===== config.mk =====
export PLATFORM = sky130hd
export DESIGN_NAME = dsr_resp
export DESIGN_NICKNAME = d
export VERILOG_FILES = /design/src/dsr_pkg.sv /design/src/dsr_resp.sv /design/src/dsr_wbuf.sv
export SDC_FILE = /design/constraint.sdc
export NUM_CORES = 1
export LEC_CHECK = 0
export ABC_AREA = 1
export BUFFER_PORTS_ARGS = -buffer_cell sky130_fd_sc_hd__buf_2
export CAP_MARGIN = 20
export CORE_MARGIN = 2
export CORE_UTILIZATION = 25
export CTS_BUF_LIST = sky130_fd_sc_hd__clkbuf_4 sky130_fd_sc_hd__clkbuf_8
export DETAILED_ROUTE_END_ITERATION = 10
export PLACE_DENSITY = 0.47
export SLEW_MARGIN = 5
export SYNTH_ARGS = -nofsm -noshare
export SYNTH_HDL_FRONTEND = slang
export SYNTH_SLANG_ARGS = --single-unit

===== constraint.sdc =====
create_clock -name clk_i -period 8.5 [get_ports clk_i]
set_clock_uncertainty 0.05 [all_clocks]
set_input_delay 1.275 -clock clk_i [delete_from_list [all_inputs] [get_ports clk_i]]
set_output_delay 1.275 -clock clk_i [all_outputs]
set_load 0.01 [all_outputs]

===== src/dsr_pkg.sv =====
package dsr_pkg;

  // ---------------------------------------------------------------
  // data path widths
  // ---------------------------------------------------------------
  localparam int DSR_BUS_W = 64;
  localparam int DSR_WORD_W = 32;
  localparam int DSR_BE_W = 8;
  localparam int DSR_LINE_WORDS = 8;
  localparam int DSR_WIDX_W = 3;

  // ---------------------------------------------------------------
  // transfer counts per request
  // ---------------------------------------------------------------
  localparam logic [3:0] DSR_XF_SINGLE = 4'h1;
  localparam logic [3:0] DSR_XF_LINE_NARROW = 4'h8;
  localparam logic [3:0] DSR_XF_LINE_WIDE = 4'h4;
  localparam logic [2:0] DSR_STEP_NARROW = 3'h1;
  localparam logic [2:0] DSR_STEP_WIDE = 3'h2;

  // ---------------------------------------------------------------
  // register map (byte addresses)
  // ---------------------------------------------------------------
  localparam int DSR_WB_AW = 5;
  localparam logic [4:0] DSR_CTRL_OFS = 5'h00;
  localparam logic [4:0] DSR_STAT_OFS = 5'h04;
  localparam logic [4:0] DSR_RDATA_OFS = 5'h08;
  localparam logic [4:0] DSR_ECNT_OFS = 5'h0C;

  localparam int DSR_CTRL_MCE_BIT = 0;
  localparam logic [31:0] DSR_CTRL_RST = 32'h0000_0000;
  localparam int DSR_STAT_GATE_BIT = 0;
  localparam int DSR_STAT_BUSY_BIT = 1;
  localparam int DSR_STAT_OERR_BIT = 2;
  localparam int DSR_STAT_BERR_BIT = 3;
  localparam int DSR_STAT_WPEND_BIT = 4;
  localparam int DSR_STAT_RPEND_LSB = 8;

  // ---------------------------------------------------------------
  // write-side state machine
  // ---------------------------------------------------------------
  typedef enum logic [1:0] {
    DSR_WR_IDLE = 2'b00,
    DSR_WR_SEND = 2'b01,
    DSR_WR_WAIT = 2'b10
  } dsr_wr_e;

endpackage


===== src/dsr_resp.sv =====
`timescale 1ns/100ps
`default_nettype none

module dsr_resp
  import dsr_pkg::*;
(
  // clock, reset, enable
  input wire logic clk_i,
  input wire logic rst_i,
  input wire logic ce_i,
  // wishbone slave
  input wire logic wb_cyc_i,
  input wire logic wb_stb_i,
  input wire logic wb_we_i,
  input wire logic [dsr_pkg::DSR_WB_AW-1:0] wb_adr_i,
  input wire logic [3:0] wb_sel_i,
  input wire logic [31:0] wb_dat_i,
  output logic [31:0] wb_dat_o,
  output logic wb_ack_o,
  // request acknowledge from slave
  input wire logic addr_ack_i,
  input wire logic req_abort_i,
  input wire logic req_rnw_i,
  input wire logic line_size_sel_i,
  input wire logic [dsr_pkg::DSR_BE_W-1:0] req_be_i,
  input wire logic slave_width_ind_i,
  // slave response
  input wire logic [dsr_pkg::DSR_BUS_W-1:0] slave_read_data_bus_i,
  input wire logic read_data_ack_i,
  input wire logic [2:0] read_word_order_i,
  input wire logic write_data_ack_i,
  input wire logic slave_busy_flag_i,
  input wire logic slave_error_flag_i,
  // write buffer load from the cache side
  input wire logic wbuf_we_i,
  input wire logic wbuf_dup_i,
  input wire logic [dsr_pkg::DSR_WIDX_W-1:0] wbuf_addr_i,
  input wire logic [dsr_pkg::DSR_WORD_W-1:0] wbuf_data_i,
  output logic [dsr_pkg::DSR_BUS_W-1:0] master_write_data_bus_o,
  // cache side results
  input wire logic barrier_req_i,
  output logic barrier_stall_o,
  output logic access_gate_o,
  output logic fill_valid_o,
  output logic fill_pair_o,
  output logic [2:0] fill_idx_o,
  output logic [dsr_pkg::DSR_BUS_W-1:0] fill_data_o,
  output logic single_valid_o,
  output logic [dsr_pkg::DSR_WORD_W-1:0] single_data_o,
  output logic machine_check_o
);
  import dsr_pkg::*;

  // ---------------------------------------------------------------
  // helpers
  // ---------------------------------------------------------------
  function automatic logic [3:0] xfers(input logic line, input logic wide);
    xfers = line ? (wide ? DSR_XF_LINE_WIDE : DSR_XF_LINE_NARROW) : DSR_XF_SINGLE;
  endfunction

  function automatic logic [31:0] pick(input logic [63:0] bus, input logic [7:0] be);
    logic [31:0] w;
    logic [3:0] m;
    w = (|be[7:4]) ? bus[63:32] : bus[31:0];
    m = (|be[7:4]) ? be[7:4] : be[3:0];
    for (int i = 0; i < 4; i++) begin
      if (!m[i]) begin
        w[i*8 +: 8] = 8'h00;
      end
    end
    pick = w;
  endfunction

  logic gate_q, gate_d;
  logic rd_acc, wr_acc;

  // accesses only count once the gate opened and were not aborted
  assign rd_acc = addr_ack_i && !req_abort_i && req_rnw_i && gate_q;
  assign wr_acc = addr_ack_i && !req_abort_i && !req_rnw_i && gate_q;

  // ---------------------------------------------------------------
  // read return path
  // ---------------------------------------------------------------
  // two-slot queue: slot 0 is the request being answered
  logic [1:0] vld_q, vld_d, line_q, line_d, wide_q, wide_d;
  logic [15:0] be_q, be_d;
  logic [2:0] cnt_q, cnt_d;
  logic fv_d, fp_d, sv_d, order_bad;
  logic [2:0] fi_d;
  logic [63:0] fd_d;
  logic [31:0] sd_d;

  always_comb begin
    vld_d = vld_q;
    line_d = line_q;
    wide_d = wide_q;
    be_d = be_q;
    cnt_d = cnt_q;
    fv_d = 1'b0;
    fp_d = 1'b0;
    fi_d = fill_idx_o;
    fd_d = fill_data_o;
    sv_d = 1'b0;
    sd_d = single_data_o;
    order_bad = 1'b0;
    if (read_data_ack_i && vld_q[0]) begin
      if (!line_q[0]) begin
        sv_d = 1'b1;
        sd_d = pick(slave_read_data_bus_i, be_q[7:0]);
      end else if (wide_q[0]) begin
        if (read_word_order_i[0]) begin
          order_bad = 1'b1;
        end else begin
          fv_d = 1'b1;
          fp_d = 1'b1;
          fi_d = {read_word_order_i[2:1], 1'b0};
          fd_d = slave_read_data_bus_i;
        end
      end else begin
        fv_d = 1'b1;
        fi_d = read_word_order_i;
        fd_d = {read_word_order_i[0] ? slave_read_data_bus_i[31:0] :
                slave_read_data_bus_i[63:32], 32'h0000_0000};
      end
      if ({1'b0, cnt_q} == xfers(line_q[0], wide_q[0]) - 4'h1) begin
        vld_d = {1'b0, vld_q[1]};
        line_d = {1'b0, line_q[1]};
        wide_d = {1'b0, wide_q[1]};
        be_d = {8'h00, be_q[15:8]};
        cnt_d = 3'h0;
      end else begin
        cnt_d = cnt_q + 3'h1;
      end
    end
    if (rd_acc) begin
      if (!vld_d[0]) begin
        vld_d[0] = 1'b1;
        line_d[0] = line_size_sel_i;
        wide_d[0] = slave_width_ind_i;
        be_d[7:0] = req_be_i;
      end else begin
        vld_d[1] = 1'b1;
        line_d[1] = line_size_sel_i;
        wide_d[1] = slave_width_ind_i;
        be_d[15:8] = req_be_i;
      end
    end
  end

  always_ff @(posedge clk_i) begin
    if (rst_i) begin
      vld_q <= 2'h0;
      line_q <= 2'h0;
      wide_q <= 2'h0;
      be_q <= 16'h0000;
      cnt_q <= 3'h0;
      fill_valid_o <= 1'b0;
      fill_pair_o <= 1'b0;
      fill_idx_o <= 3'h0;
      fill_data_o <= 64'h0;
      single_valid_o <= 1'b0;
      single_data_o <= 32'h0;
    end else if (ce_i) begin
      vld_q <= vld_d;
      line_q <= line_d;
      wide_q <= wide_d;
      be_q <= be_d;
      cnt_q <= cnt_d;
      fill_valid_o <= fv_d;
      fill_pair_o <= fp_d;
      fill_idx_o <= fi_d;
      fill_data_o <= fd_d;
      single_valid_o <= sv_d;
      single_data_o <= sd_d;
    end
  end

  // ---------------------------------------------------------------
  // write data path
  // ---------------------------------------------------------------
  dsr_wr_e wst_q, wst_d;
  logic [2:0] wcnt_q, wcnt_d, widx_q, widx_d;
  logic [3:0] wtot_q, wtot_d;
  logic wwide_q, wwide_d;
  logic [31:0] wa_data, wb_data;

  always_comb begin
    wst_d = wst_q;
    wcnt_d = wcnt_q;
    widx_d = widx_q;
    wtot_d = wtot_q;
    wwide_d = wwide_q;
    case (wst_q)
      DSR_WR_IDLE: begin
        if (wr_acc) begin
          wtot_d = xfers(line_size_sel_i, slave_width_ind_i);
          wwide_d = slave_width_ind_i;
          wst_d = DSR_WR_SEND;
          // the first item may be taken in the address acknowledge cycle
          if (write_data_ack_i) begin
            if (wtot_d == DSR_XF_SINGLE) begin
              wst_d = DSR_WR_WAIT;
            end else begin
              wcnt_d = 3'h1;
              widx_d = slave_width_ind_i ? DSR_STEP_WIDE : DSR_STEP_NARROW;
            end
          end
        end
      end
      DSR_WR_SEND: begin
        if (write_data_ack_i) begin
          if ({1'b0, wcnt_q} == wtot_q - 4'h1) begin
            wst_d = DSR_WR_WAIT;
            wcnt_d = 3'h0;
            widx_d = 3'h0;
          end else begin
            wcnt_d = wcnt_q + 3'h1;
            widx_d = widx_q + (wwide_q ? DSR_STEP_WIDE : DSR_STEP_NARROW);
          end
        end
      end
      DSR_WR_WAIT: begin
        // target updated once busy falls
        if (!slave_busy_flag_i) begin
          wst_d = DSR_WR_IDLE;
        end
      end
      default: begin
        wst_d = DSR_WR_IDLE;
      end
    endcase
  end

  always_ff @(posedge clk_i) begin
    if (rst_i) begin
      wst_q <= DSR_WR_IDLE;
      wcnt_q <= 3'h0;
      widx_q <= 3'h0;
      wtot_q <= DSR_XF_SINGLE;
      wwide_q <= 1'b0;
    end else if (ce_i) begin
      wst_q <= wst_d;
      wcnt_q <= wcnt_d;
      widx_q <= widx_d;
      wtot_q <= wtot_d;
      wwide_q <= wwide_d;
    end
  end

  // registered reads follow the next index, so data moves one cycle after ack
  dsr_wbuf #(
    .DW(DSR_WORD_W),
    .DEPTH(DSR_LINE_WORDS),
    .AW(DSR_WIDX_W)
  ) u_wbuf (
    .clk_i(clk_i),
    .rst_i(rst_i),
    .ce_i(ce_i),
    .we_i(wbuf_we_i),
    .dup_i(wbuf_dup_i),
    .waddr_i(wbuf_addr_i),
    .wdata_i(wbuf_data_i),
    .raddr_a_i(widx_d),
    .raddr_b_i(widx_d + 3'h1),
    .rdata_a_o(wa_data),
    .rdata_b_o(wb_data)
  );

  assign master_write_data_bus_o = {wa_data, wb_data};

  // ---------------------------------------------------------------
  // gate, barrier, error and registers
  // ---------------------------------------------------------------
  logic [31:0] ctrl_q, ctrl_d, rdat_q, rdat_d, dat_d;
  logic [15:0] ecnt_q, ecnt_d;
  logic oerr_q, oerr_d, berr_q, berr_d, ack_d, mc_d, err_move, pend;
  logic wb_req, wb_wr, stat_clr;

  assign pend = (|vld_q) || (wst_q != DSR_WR_IDLE);
  assign barrier_stall_o = barrier_req_i && (pend || slave_busy_flag_i);
  assign access_gate_o = gate_q;
  // late write errors still count while the write is outstanding
  assign err_move = slave_error_flag_i && (read_data_ack_i || write_data_ack_i ||
                    (slave_busy_flag_i && wst_q != DSR_WR_IDLE));
  assign wb_req = wb_cyc_i && wb_stb_i && !wb_ack_o;
  // writes land on the edge that samples ack, while the master still holds the request
  assign wb_wr = wb_cyc_i && wb_stb_i && wb_we_i && wb_ack_o && wb_sel_i[0];
  assign stat_clr = wb_wr && wb_adr_i == DSR_STAT_OFS;

  always_comb begin
    gate_d = gate_q || !slave_busy_flag_i;
    mc_d = ctrl_q[DSR_CTRL_MCE_BIT] && err_move;
    ctrl_d = ctrl_q;
    rdat_d = sv_d ? sd_d : rdat_q;
    ecnt_d = err_move ? ecnt_q + 16'h0001 : ecnt_q;
    // a new event wins over a clear in the same cycle
    oerr_d = order_bad || (oerr_q && !(stat_clr && wb_dat_i[DSR_STAT_OERR_BIT]));
    berr_d = err_move || (berr_q && !(stat_clr && wb_dat_i[DSR_STAT_BERR_BIT]));
    ack_d = wb_req;
    dat_d = 32'h0000_0000;
    if (wb_wr && wb_adr_i == DSR_CTRL_OFS) begin
      ctrl_d[DSR_CTRL_MCE_BIT] = wb_dat_i[DSR_CTRL_MCE_BIT];
    end
    case (wb_adr_i)
      DSR_CTRL_OFS: dat_d = ctrl_q;
      DSR_STAT_OFS: begin
        dat_d[DSR_STAT_GATE_BIT] = gate_q;
        dat_d[DSR_STAT_BUSY_BIT] = slave_busy_flag_i;
        dat_d[DSR_STAT_OERR_BIT] = oerr_q;
        dat_d[DSR_STAT_BERR_BIT] = berr_q;
        dat_d[DSR_STAT_WPEND_BIT] = (wst_q != DSR_WR_IDLE);
        dat_d[DSR_STAT_RPEND_LSB +: 2] = vld_q;
      end
      DSR_RDATA_OFS: dat_d = rdat_q;
      DSR_ECNT_OFS: dat_d = {16'h0000, ecnt_q};
      default: dat_d = 32'h0000_0000;
    endcase
  end

  always_ff @(posedge clk_i) begin
    if (rst_i) begin
      gate_q <= 1'b0;
      machine_check_o <= 1'b0;
      ctrl_q <= DSR_CTRL_RST;
      rdat_q <= 32'h0000_0000;
      ecnt_q <= 16'h0000;
      oerr_q <= 1'b0;
      berr_q <= 1'b0;
      wb_ack_o <= 1'b0;
      wb_dat_o <= 32'h0000_0000;
    end else if (ce_i) begin
      gate_q <= gate_d;
      machine_check_o <= mc_d;
      ctrl_q <= ctrl_d;
      rdat_q <= rdat_d;
      ecnt_q <= ecnt_d;
      oerr_q <= oerr_d;
      berr_q <= berr_d;
      wb_ack_o <= ack_d;
      wb_dat_o <= dat_d;
    end
  end
endmodule
`default_nettype wire


===== src/dsr_wbuf.sv =====
`timescale 1ns/100ps
`default_nettype none

module dsr_wbuf #(
  parameter int DW = 32,
  parameter int DEPTH = 8,
  parameter int AW = 3
) (
  // clock and control
  input wire logic clk_i,
  input wire logic rst_i,
  input wire logic ce_i,
  // write port
  input wire logic we_i,
  input wire logic dup_i,
  input wire logic [AW-1:0] waddr_i,
  input wire logic [DW-1:0] wdata_i,
  // two read ports, registered
  input wire logic [AW-1:0] raddr_a_i,
  input wire logic [AW-1:0] raddr_b_i,
  output logic [DW-1:0] rdata_a_o,
  output logic [DW-1:0] rdata_b_o
);

  logic [DW-1:0] mem_q [DEPTH];
  logic [AW-1:0] pair_addr;

  // dup writes the partner entry too, so a single word appears on both halves
  assign pair_addr = waddr_i ^ {{(AW-1){1'b0}}, 1'b1};

  always_ff @(posedge clk_i) begin
    if (ce_i && we_i) begin
      mem_q[waddr_i] <= wdata_i;
      if (dup_i) begin
        mem_q[pair_addr] <= wdata_i;
      end
    end
  end

  always_ff @(posedge clk_i) begin
    if (rst_i) begin
      rdata_a_o <= '0;
      rdata_b_o <= '0;
    end else if (ce_i) begin
      rdata_a_o <= mem_q[raddr_a_i];
      rdata_b_o <= mem_q[raddr_b_i];
    end
  end

endmodule
`default_nettype wire


==> flow_summary.json, run 1 <==
{
  "numCtsBuffers": 101,
  "layout_min_cycle_time_ns": 5.040,
  "antenna_found_initial": 9,
  "grt_use_met1_pct": 21.46,
  "drt_iter0_markers": 1684,
  "fin_util_pct": 30.47,
  "syn_avg_cell_area_um2": 8.015,
  "area_growth_pct": 20.50,
  "track_usage_pct": 16.60,
  "hold_violations": 0,
  "coreArea_mm2": 0.1003,
  "fp.dieW_um": 322.5,
  "hold_buffers": 0,
  "grt_max_degree": 123,
  "vias_per_cell": 4.581,
  "synth_edf_count": 256,
  "syn_nets": 3340,
  "yosys-top-cells-area": "edfxtp_1 (30%), dfxtp_1 (23%), nand3_1 (14%)",
  "synthFlopType": "dfxtp_1",
  "io_buffers": 338,
  "first_pass_iters": 5,
  "wl_per_cell_um": 18.18,
  "cts_max_level": 3,
  "clock_latency_ns": 0.76,
  "place_area_mm2": 0.02824,
  "met3_usage_pct": 3.956,
  "drc_errors": 0,
  "reg2reg_from": "access_gate_o",
  "fin_setup_tns_ns": 0,
  "vdd_drop_max_uv": 112.5,
  "min-delay-start": "rdat_q[19]",
  "hp-class": "flop to flop",
  "cp_data_required_time_ns": 9.07,
  "pin_count": 371,
  "grt_busiest_layer": "met2",
  "start_util_pct": 25.29,
  "num_vias": 22320,
  "synth.cell_area_mm2": 0.02536,
  "finalCritPeriodShare_pct": 59.29,
  "slew_headroom_pct": 23.74,
  "crit_type": "input pin to flop",
  "ctsResizeCount": 0,
  "cts_setup_buffers": 0,
  "postSynth.asyncResetShare_pct": 0,
  "synth_seq_cells": 545,
  "synth_top_area_share_pct": 30.31,
  "yosysMostFrequentCell": "nand2_1",
  "cts.sinks": 545,
  "cts_root_buffer": "clkbuf_8",
  "routabilityCongestion": 0.7609,
  "clk_pin_slew_worst_paths_ns": 0.06,
  "start_kind": "input pin",
  "synth_top_cell_by_area": "edfxtp_1",
  "power_density_mw_per_mm2": 218.7,
  "fin_area_mm2": 0.03056,
  "leakagePower_uw": 0.01337,
  "die_h_um": 322.5,
  "timing.final.max_slew_violations": 0,
  "cp.arrival_ns": 5.61,
  "status": "complete, no violations",
  "fmax_mhz": 198.4,
  "grt_pass1_vias": 20790,
  "crit_start": "req_abort_i",
  "grt_first_pass_wirelength_um": 131100,
  "fin_nets": 3603,
  "setup_viol": 0,
  "max_cap_violations": 0,
  "cts_buffer_depth": 3,
  "grt-ovfl-total": 0,
  "rsz0062_at_grt": "no",
  "tightest_slew_ns": 1.141,
  "synthDistinctLibCells": 43,
  "cts_tree": "done",
  "path_max_fanout": 122,
  "rows": 116,
  "netlist_top_cells_count": "nand2_1 (777), nand3_1 (693), inv_1 (347)",
  "end_kind": "flop",
  "grt_use_met2_pct": 27.59,
  "synth_warnings": 0,
  "ant_nets": 0,
  "wirelength_um": 88570,
  "ys_seq_area_share_pct": 53.13,
  "layout-drive-gt1-share_pct": 17.85,
  "synthCells": 3164,
  "place_hpwl_um": 53230,
  "dieArea_mm2": 0.1040
}
cells in the final DEF, fill, tap and decap left out, drive strengths merged:
master / instances
dfxtp: 289
a211oi: 2
a22oi: 33
bufinv: 5
and2: 1
nor4: 4
clkbuf: 154
and3: 1
diode: 2
nor3: 7
clkinv: 27
o21a: 1
fa: 1
o41ai: 1
o21ai: 133
o211ai: 5
mux2: 32
a31oi: 34
nor3b: 1
edfxtp: 256
nand3: 694
or2: 1
inv: 360
ha: 6
a21oi: 177
clkinvlp: 1
a31o: 2
xor2: 2
o22ai: 1
nand4: 6
o21bai: 1
o221ai: 3
nand2: 779
buf: 377
nor2: 115
final timing paths:
kind,end,slack (ns),cells past startpoint
max,u_wbuf.rdata_b_o[12],3.46,15
min,wb_dat_o[19],0.41,2
max reg2reg,u_wbuf.rdata_b_o[12],3.69,13
min reg2reg,wb_dat_o[19],0.41,2
cells by family after synthesis:
| group | synth area share, % |
|---|---|
| mux | 1.421 |
| compound gates | 8.491 |
| simple gates | 27.55 |
| flops | 53.13 |
| fa+ha+maj | 0.3750 |
| buf+inv | 8.965 |
| xor+xnor | 0.06909 |
critical path, stage by stage:
cell and delay (ns):
buf_2 0.09, inv_1 0.05, nand3_1 0.08, nor2_1 0.39
nand2_1 0.16, nand2_1 0.14, nand3_4 0.46, nand2_8 0.76
ha_2 0.52, clkinv_2 0.63, buf_4 0.54, nand3_1 0.16
nand3_1 0.09, nand2_1 0.12, a21oi_1 0.07
report_power, final:
part / internal [uW] / switching, uW / leakage, uW / total (uW)
Combinational: 296 / 683 / 0.00749 / 979
Sequential: 2840 / 45.9 / 0.00467 / 2880
Clock: 1620 / 1200 / 0.00121 / 2820
Total: 4750 / 1930 / 0.0134 / 6680
sequential cells by signal, indices dropped and copies added (netlist names), 16 cells and up:
signal and count:
u_wbuf.rdata_b_o 32, u_wbuf.rdata_a_o 32, fill_data_o 64, ecnt_q 16, be_q 16, single_data_o 32, u_wbuf.mem_q 256, rdat_q 32
wb_dat_o 32
layer usage:
layer / routed length, um / up-vias
li1: - / 11090
met1: 39700 / 10440
met2: 40950 / 647
met3: 6154 / 132
met4: 1679 / 14
met5: 85 / -
cell type report:
type	count	area [um^2]
Clock buffer	154	1938
Clock inverter	34	347.8
Inverter	359	1353
Tap cell	1357	1698
Sequential cell	545	13470
Fill cell	10780	69730
Timing Repair Buffer	377	2006
Antenna cell	2	5.005
Multi-Input combinational cell	2043	9738
through the flow:
step                hold WS (ns)  power [uW]  instances  setup slack (ns)
floorplan                 0.3891        3545       3164             4.640
global placement          0.3979        3929       4679             2.544
detailed placement        0.4021        3932       4679             2.544
CTS                       0.4113        6800       4867             3.439
global route              0.4276        7029       4870             3.054
finish                    0.4109        6683       4871             3.460
(Power assumes the default switching activity.)
==> inputs of run 2 (changes only) <==
Clock period 8.5 ns to 5 ns, I/O delays scaled along.
==> flow_summary.json, run 2 (same netlist as run 1, synthesis figures left out) <==
{
  "antenna_found_initial": 12,
  "rsz0062_at_grt": "no",
  "fin_nets": 3607,
  "dieArea_mm2": 0.1040,
  "cts_setup_buffers": 0,
  "register_area_mm2": 0.01347,
  "clock_latency_ns": 0.72,
  "layout-drive-gt1-share_pct": 17.83,
  "die_h_um": 322.5,
  "path_max_fanout": 221,
  "hold_violations": 0,
  "reg2reg_from": "wtot_q[0]",
  "setup_viol": 0,
  "max_cap_violations": 0,
  "hold_buffers": 0,
  "finalCritPeriodShare_pct": 69.63,
  "met3_usage_pct": 4.282,
  "place_hpwl_um": 53880,
  "start_kind": "flop",
  "status": "complete, no violations",
  "fmax_mhz": 287.2,
  "drt_iter0_markers": 1677,
  "largestRegisters": "u_wbuf.mem_q: 256 flops, fill_data_o: 64 flops",
  "ant_nets": 0,
  "clk_pin_slew_worst_paths_ns": 0.06,
  "mostFrequentLayoutCell": "nand2_1",
  "grt_first_pass_wirelength_um": 131300,
  "wl_per_cell_um": 18.05,
  "area_growth_pct": 20.67,
  "coreArea_mm2": 0.1003,
  "fin_setup_tns_ns": 0,
  "grt_use_met1_pct": 20.92,
  "largest_register_ff_count": 256,
  "grt_use_met2_pct": 27.26,
  "cts_tree": "done",
  "first_pass_iters": 6,
  "rows": 116,
  "routabilityCongestion": 0.7782,
  "cp_data_required_time_ns": 5.57,
  "cts_root_buffer": "clkbuf_8",
  "drc_errors": 0,
  "min-delay-start": "wbuf_data_i[5]",
  "grt_busiest_layer": "met2",
  "layout_min_cycle_time_ns": 3.481,
  "crit_start": "wtot_q[0]",
  "largest-register": "u_wbuf.mem_q",
  "numCtsBuffers": 102,
  "grt_pass1_vias": 21190,
  "num-fill-cells": 10790,
  "io_buffers": 338,
  "grt_max_degree": 249,
  "crit_type": "flop to flop",
  "total_power_uw": 11260,
  "pin_count": 371,
  "leakagePower_uw": 0.01339,
  "cts_buffer_depth": 3,
  "multi_input_area_mm2": 0.009738,
  "vdd_drop_max_uv": 207.8,
  "track_usage_pct": 16.50,
  "cts.sinks": 545,
  "num_vias": 22370,
  "timing.final.max_slew_violations": 0,
  "fp.dieW_um": 322.5,
  "min_path_cells": 1,
  "slew_headroom_pct": 23.23,
  "reg2regPathDepth": 16,
  "hp-class": "input pin to flop",
  "start_util_pct": 25.29,
  "power_density_mw_per_mm2": 367.9,
  "cp.arrival_ns": 4.05,
  "grt-ovfl-total": 0,
  "wirelength_um": 88040,
  "cts_max_level": 3,
  "vias_per_cell": 4.586,
  "mostFrequentLayoutCells": "nand2_1 (776), nand3_1 (692), inv_1 (345)",
  "end_kind": "flop",
  "ctsResizeCount": 0,
  "tightest_slew_ns": 1.152
}
run 2: changes by cell type in the layout (fill, tap and decap cells not counted), moves of 2 or more:
cell / previous run / this run
bufinv_16: 5 / 2
clkbuf_4: 29 / 32
clkinv_1: 12 / 16
buf_12: 1 / 9
buf_4: 39 / 34
diode_2: 2 / 4
clkinv_2: 15 / 12
run 2: path summary, 6_finish.rpt:
check                        end  slack (ns)
max          u_wbuf.rdata_a_o[6]        1.52
min           u_wbuf.mem_q[0][5]        0.24
max reg2reg  u_wbuf.rdata_a_o[6]        1.52
min reg2reg     single_data_o[7]        0.41
run 2: routing by layer:
layer / wire (um) / vias up
met2: 40360 / 684
met3: 6411 / 169
met5: 116 / -
met1: 39000 / 10400
li1: - / 11100
met4: 2152 / 16
run 2: report_power, final:
| part | internal [uW] | switching, uW | leakage [uW] |
|---|---|---|---|
| clock | 2620 | 2010 | 0.00118 |
| sequential | 4820 | 72.7 | 0.00467 |
| combinational | 533 | 1200 | 0.00754 |
| total | 7980 | 3280 | 0.0134 |
run 2: stage by stage:
step	cell area, um^2	utilization [%]	instances	setup slack [ns]	hold slack [ns]
after detailed placement	28390	28.31	4684	1.404	0.4030
after global routing	30600	30.51	4877	1.245	0.1756
after global placement	28390	28.31	4684	1.404	0.3984
after floorplan	25360	-	3164	1.665	0.3891
after CTS	30590	30.50	4873	1.532	0.1500
final	30600	30.51	4877	1.519	0.2380
run 2: final cells by class:
cell class | count | share of cell area (%)
antenna | 4 | 0.03271
clock buffer | 158 | 6.452
clock inverter | 31 | 0.7442
inverter | 359 | 4.416
multi-input combinational | 2043 | 31.82
sequential | 545 | 44.03
tap | 1357 | 5.549
timing repair buffer | 380 | 6.955
run 2: worst max-delay path: stages, from the launching register on:
cell and delay, ns:
dfxtp_1 0.33, inv_1 0.08, ha_1 0.30, inv_1 0.04, nand2_1 0.05, nand2_1 0.04, nor2_1 0.15, nand2_2 0.13
a21oi_4 0.27, buf_12 0.64, buf_4 0.48, nand3_1 0.12, nand3_1 0.13, nand3_1 0.13, nand3_1 0.12, nand2_1 0.05
inv_1 0.07
==> inputs of run 3 (changes only) <==
Clock period 5 ns to 3.6 ns, I/O delays scaled along.
==> flow_summary.json, run 3 (same netlist as run 1, synthesis figures left out) <==
{
  "io_buffers": 338,
  "tightest_slew_ns": 0.9709,
  "setup_slack_ns": 0.5165,
  "dieArea_mm2": 0.1040,
  "first_pass_iters": 6,
  "clk_pin_slew_worst_paths_ns": 0.06,
  "ctsResizeCount": 0,
  "mostFrequentLayoutCells": "nand2_1 (776), nand3_1 (692), inv_1 (345)",
  "largestRegisters": "u_wbuf.mem_q: 256 flops, fill_data_o: 64 flops",
  "pin_count": 371,
  "cts_buffer_depth": 3,
  "cts_tree": "done",
  "path_cells": "nand3_1, nor2_1, nand3_1, nand3_1, inv_1, nor2_4, ha_2, inv_2, buf_4, nand3_1, nand3_1, nand2_1, a21oi_1",
  "cts_setup_buffers": 0,
  "grt_pass1_vias": 21220,
  "mostFrequentLayoutCell": "nand2_1",
  "grt_first_pass_wirelength_um": 131600,
  "drt_iter0_markers": 1531,
  "drc_errors": 0,
  "place_hpwl_um": 53870,
  "cts_root_buffer": "clkbuf_8",
  "layout-drive-gt1-share_pct": 17.42,
  "coreArea_mm2": 0.1003,
  "leakagePower_uw": 0.01381,
  "crit_family": "simple AND/OR/NAND/NOR gates",
  "post-place-ws_ns": 0.2956,
  "num_vias": 22710,
  "slowest_delay_ns": 0.41,
  "start_util_pct": 25.29,
  "clock_latency_ns": 0.73,
  "vdd_drop_max_uv": 254.9,
  "routabilityCongestion": 0.7950,
  "slew_headroom_pct": 35.27,
  "grt-ovfl-total": 0,
  "die_h_um": 322.5,
  "status": "complete, no violations",
  "wirelength_um": 88780,
  "track_usage_pct": 16.50,
  "cpMostUsedCell": "nand3_1",
  "cts.sinks": 545,
  "cp.arrival_ns": 3.65,
  "crit_buf_inv": 3,
  "hold_buffers": 92,
  "crit_type": "flop to flop",
  "rows": 116,
  "cp_data_required_time_ns": 4.17,
  "grt_max_degree": 161,
  "max_cap_violations": 0,
  "hp-class": "input pin to flop",
  "power_density_mw_per_mm2": 489.5,
  "antenna_found_initial": 11,
  "timing.final.max_slew_violations": 0,
  "fin_nets": 3705,
  "numCtsBuffers": 98,
  "setup_viol": 0,
  "path_max_fanout": 15,
  "num-fill-cells": 10710,
  "finalCritPeriodShare_pct": 85.65,
  "rsz0062_at_grt": "no",
  "end_kind": "flop",
  "cts_max_level": 3,
  "vias_per_cell": 4.566,
  "ant_nets": 0,
  "start_kind": "flop",
  "fin_setup_tns_ns": 0,
  "wl_per_cell_um": 17.85,
  "hold_violations": 0,
  "fmax_mhz": 324.3,
  "fin_hold_ws_ns": 0.06476,
  "slowest_stage": "nor2_1",
  "area_growth_pct": 24.59,
  "fp.dieW_um": 322.5,
  "largest-register": "u_wbuf.mem_q",
  "layout_min_cycle_time_ns": 3.084,
  "largest_register_ff_count": 256
}
==> run 3: cell count changes in the layout (fill, tap and decap cells not counted), sizes merged <==
cell         before  now
inv             360  359
clkinv           28   30
bufinv            2    1
buf             380  390
clkbuf          158  150
clkinvlp          0    1
diode             4    5
dlygate4sd3       0   92
==> run 3: cell type report <==
class	count	area, um^2	area share [%]
diodes	5	12.51	0.03960
clock inverters	32	221.5	0.7009
inverters	359	1351	4.277
flip-flops and latches	545	13470	42.64
repair buffers	482	3249	10.28
well taps	1357	1698	5.374
clock buffers	150	1852	5.861
multi-input cells	2043	9738	30.82
==> run 3: per-stage QoR <==
step / instance area [um^2] / util [%] / total power [uW] / instances
final: 31600 / 31.50 / 15470 / 4973
after global routing: 31600 / 31.50 / 16250 / 4973
after floorplan: 25360 / - / 8369 / 3164
after global placement: 28590 / 28.51 / 9383 / 4694
after CTS: 31580 / 31.49 / 15720 / 4968
after detailed placement: 28590 / 28.51 / 9394 / 4694
==> run 3: path summary, 6_finish.rpt <==
| path | endpoint | slack [ns] | startpoint | cells after the start |
|---|---|---|---|---|
| hold reg to reg | single_data_o[28] | 0.41 | single_data_o[28] | 2 |
| setup / recovery | u_wbuf.rdata_b_o[3] | 0.52 | access_gate_o | 13 |
| hold / removal | fill_data_o[19] | 0.06 | slave_read_data_bus_i[19] | 3 |
| setup reg to reg | u_wbuf.rdata_b_o[3] | 0.52 | access_gate_o | 13 |
==> run 3: tightest hold or removal path, delay by kind of cell <==
family | cells | cell delay (ns)
AND/OR/NAND/NOR | 1 | 0.07
buffers and inverters | 1 | 0.12
AO/OA/AOI/OAI | 1 | 0.07
==> run 3: report_power, final <==
part | leakage (uW) | internal (uW) | switching (uW)
registers | 0.00467 | 6690 | 117
clock network | 0.00110 | 3380 | 2790
logic | 0.00804 | 838 | 1660
total | 0.0138 | 10900 | 4560
==> run 3: per-layer routing <==
metal	vias up	part of all wire, %	global-route usage (%)
met5	-	0.13	0
li1	11290	-	-
met4	16	2.3	4.891
met1	10580	45	21.56
met2	670	46	26.88
met3	154	6.8	4.050
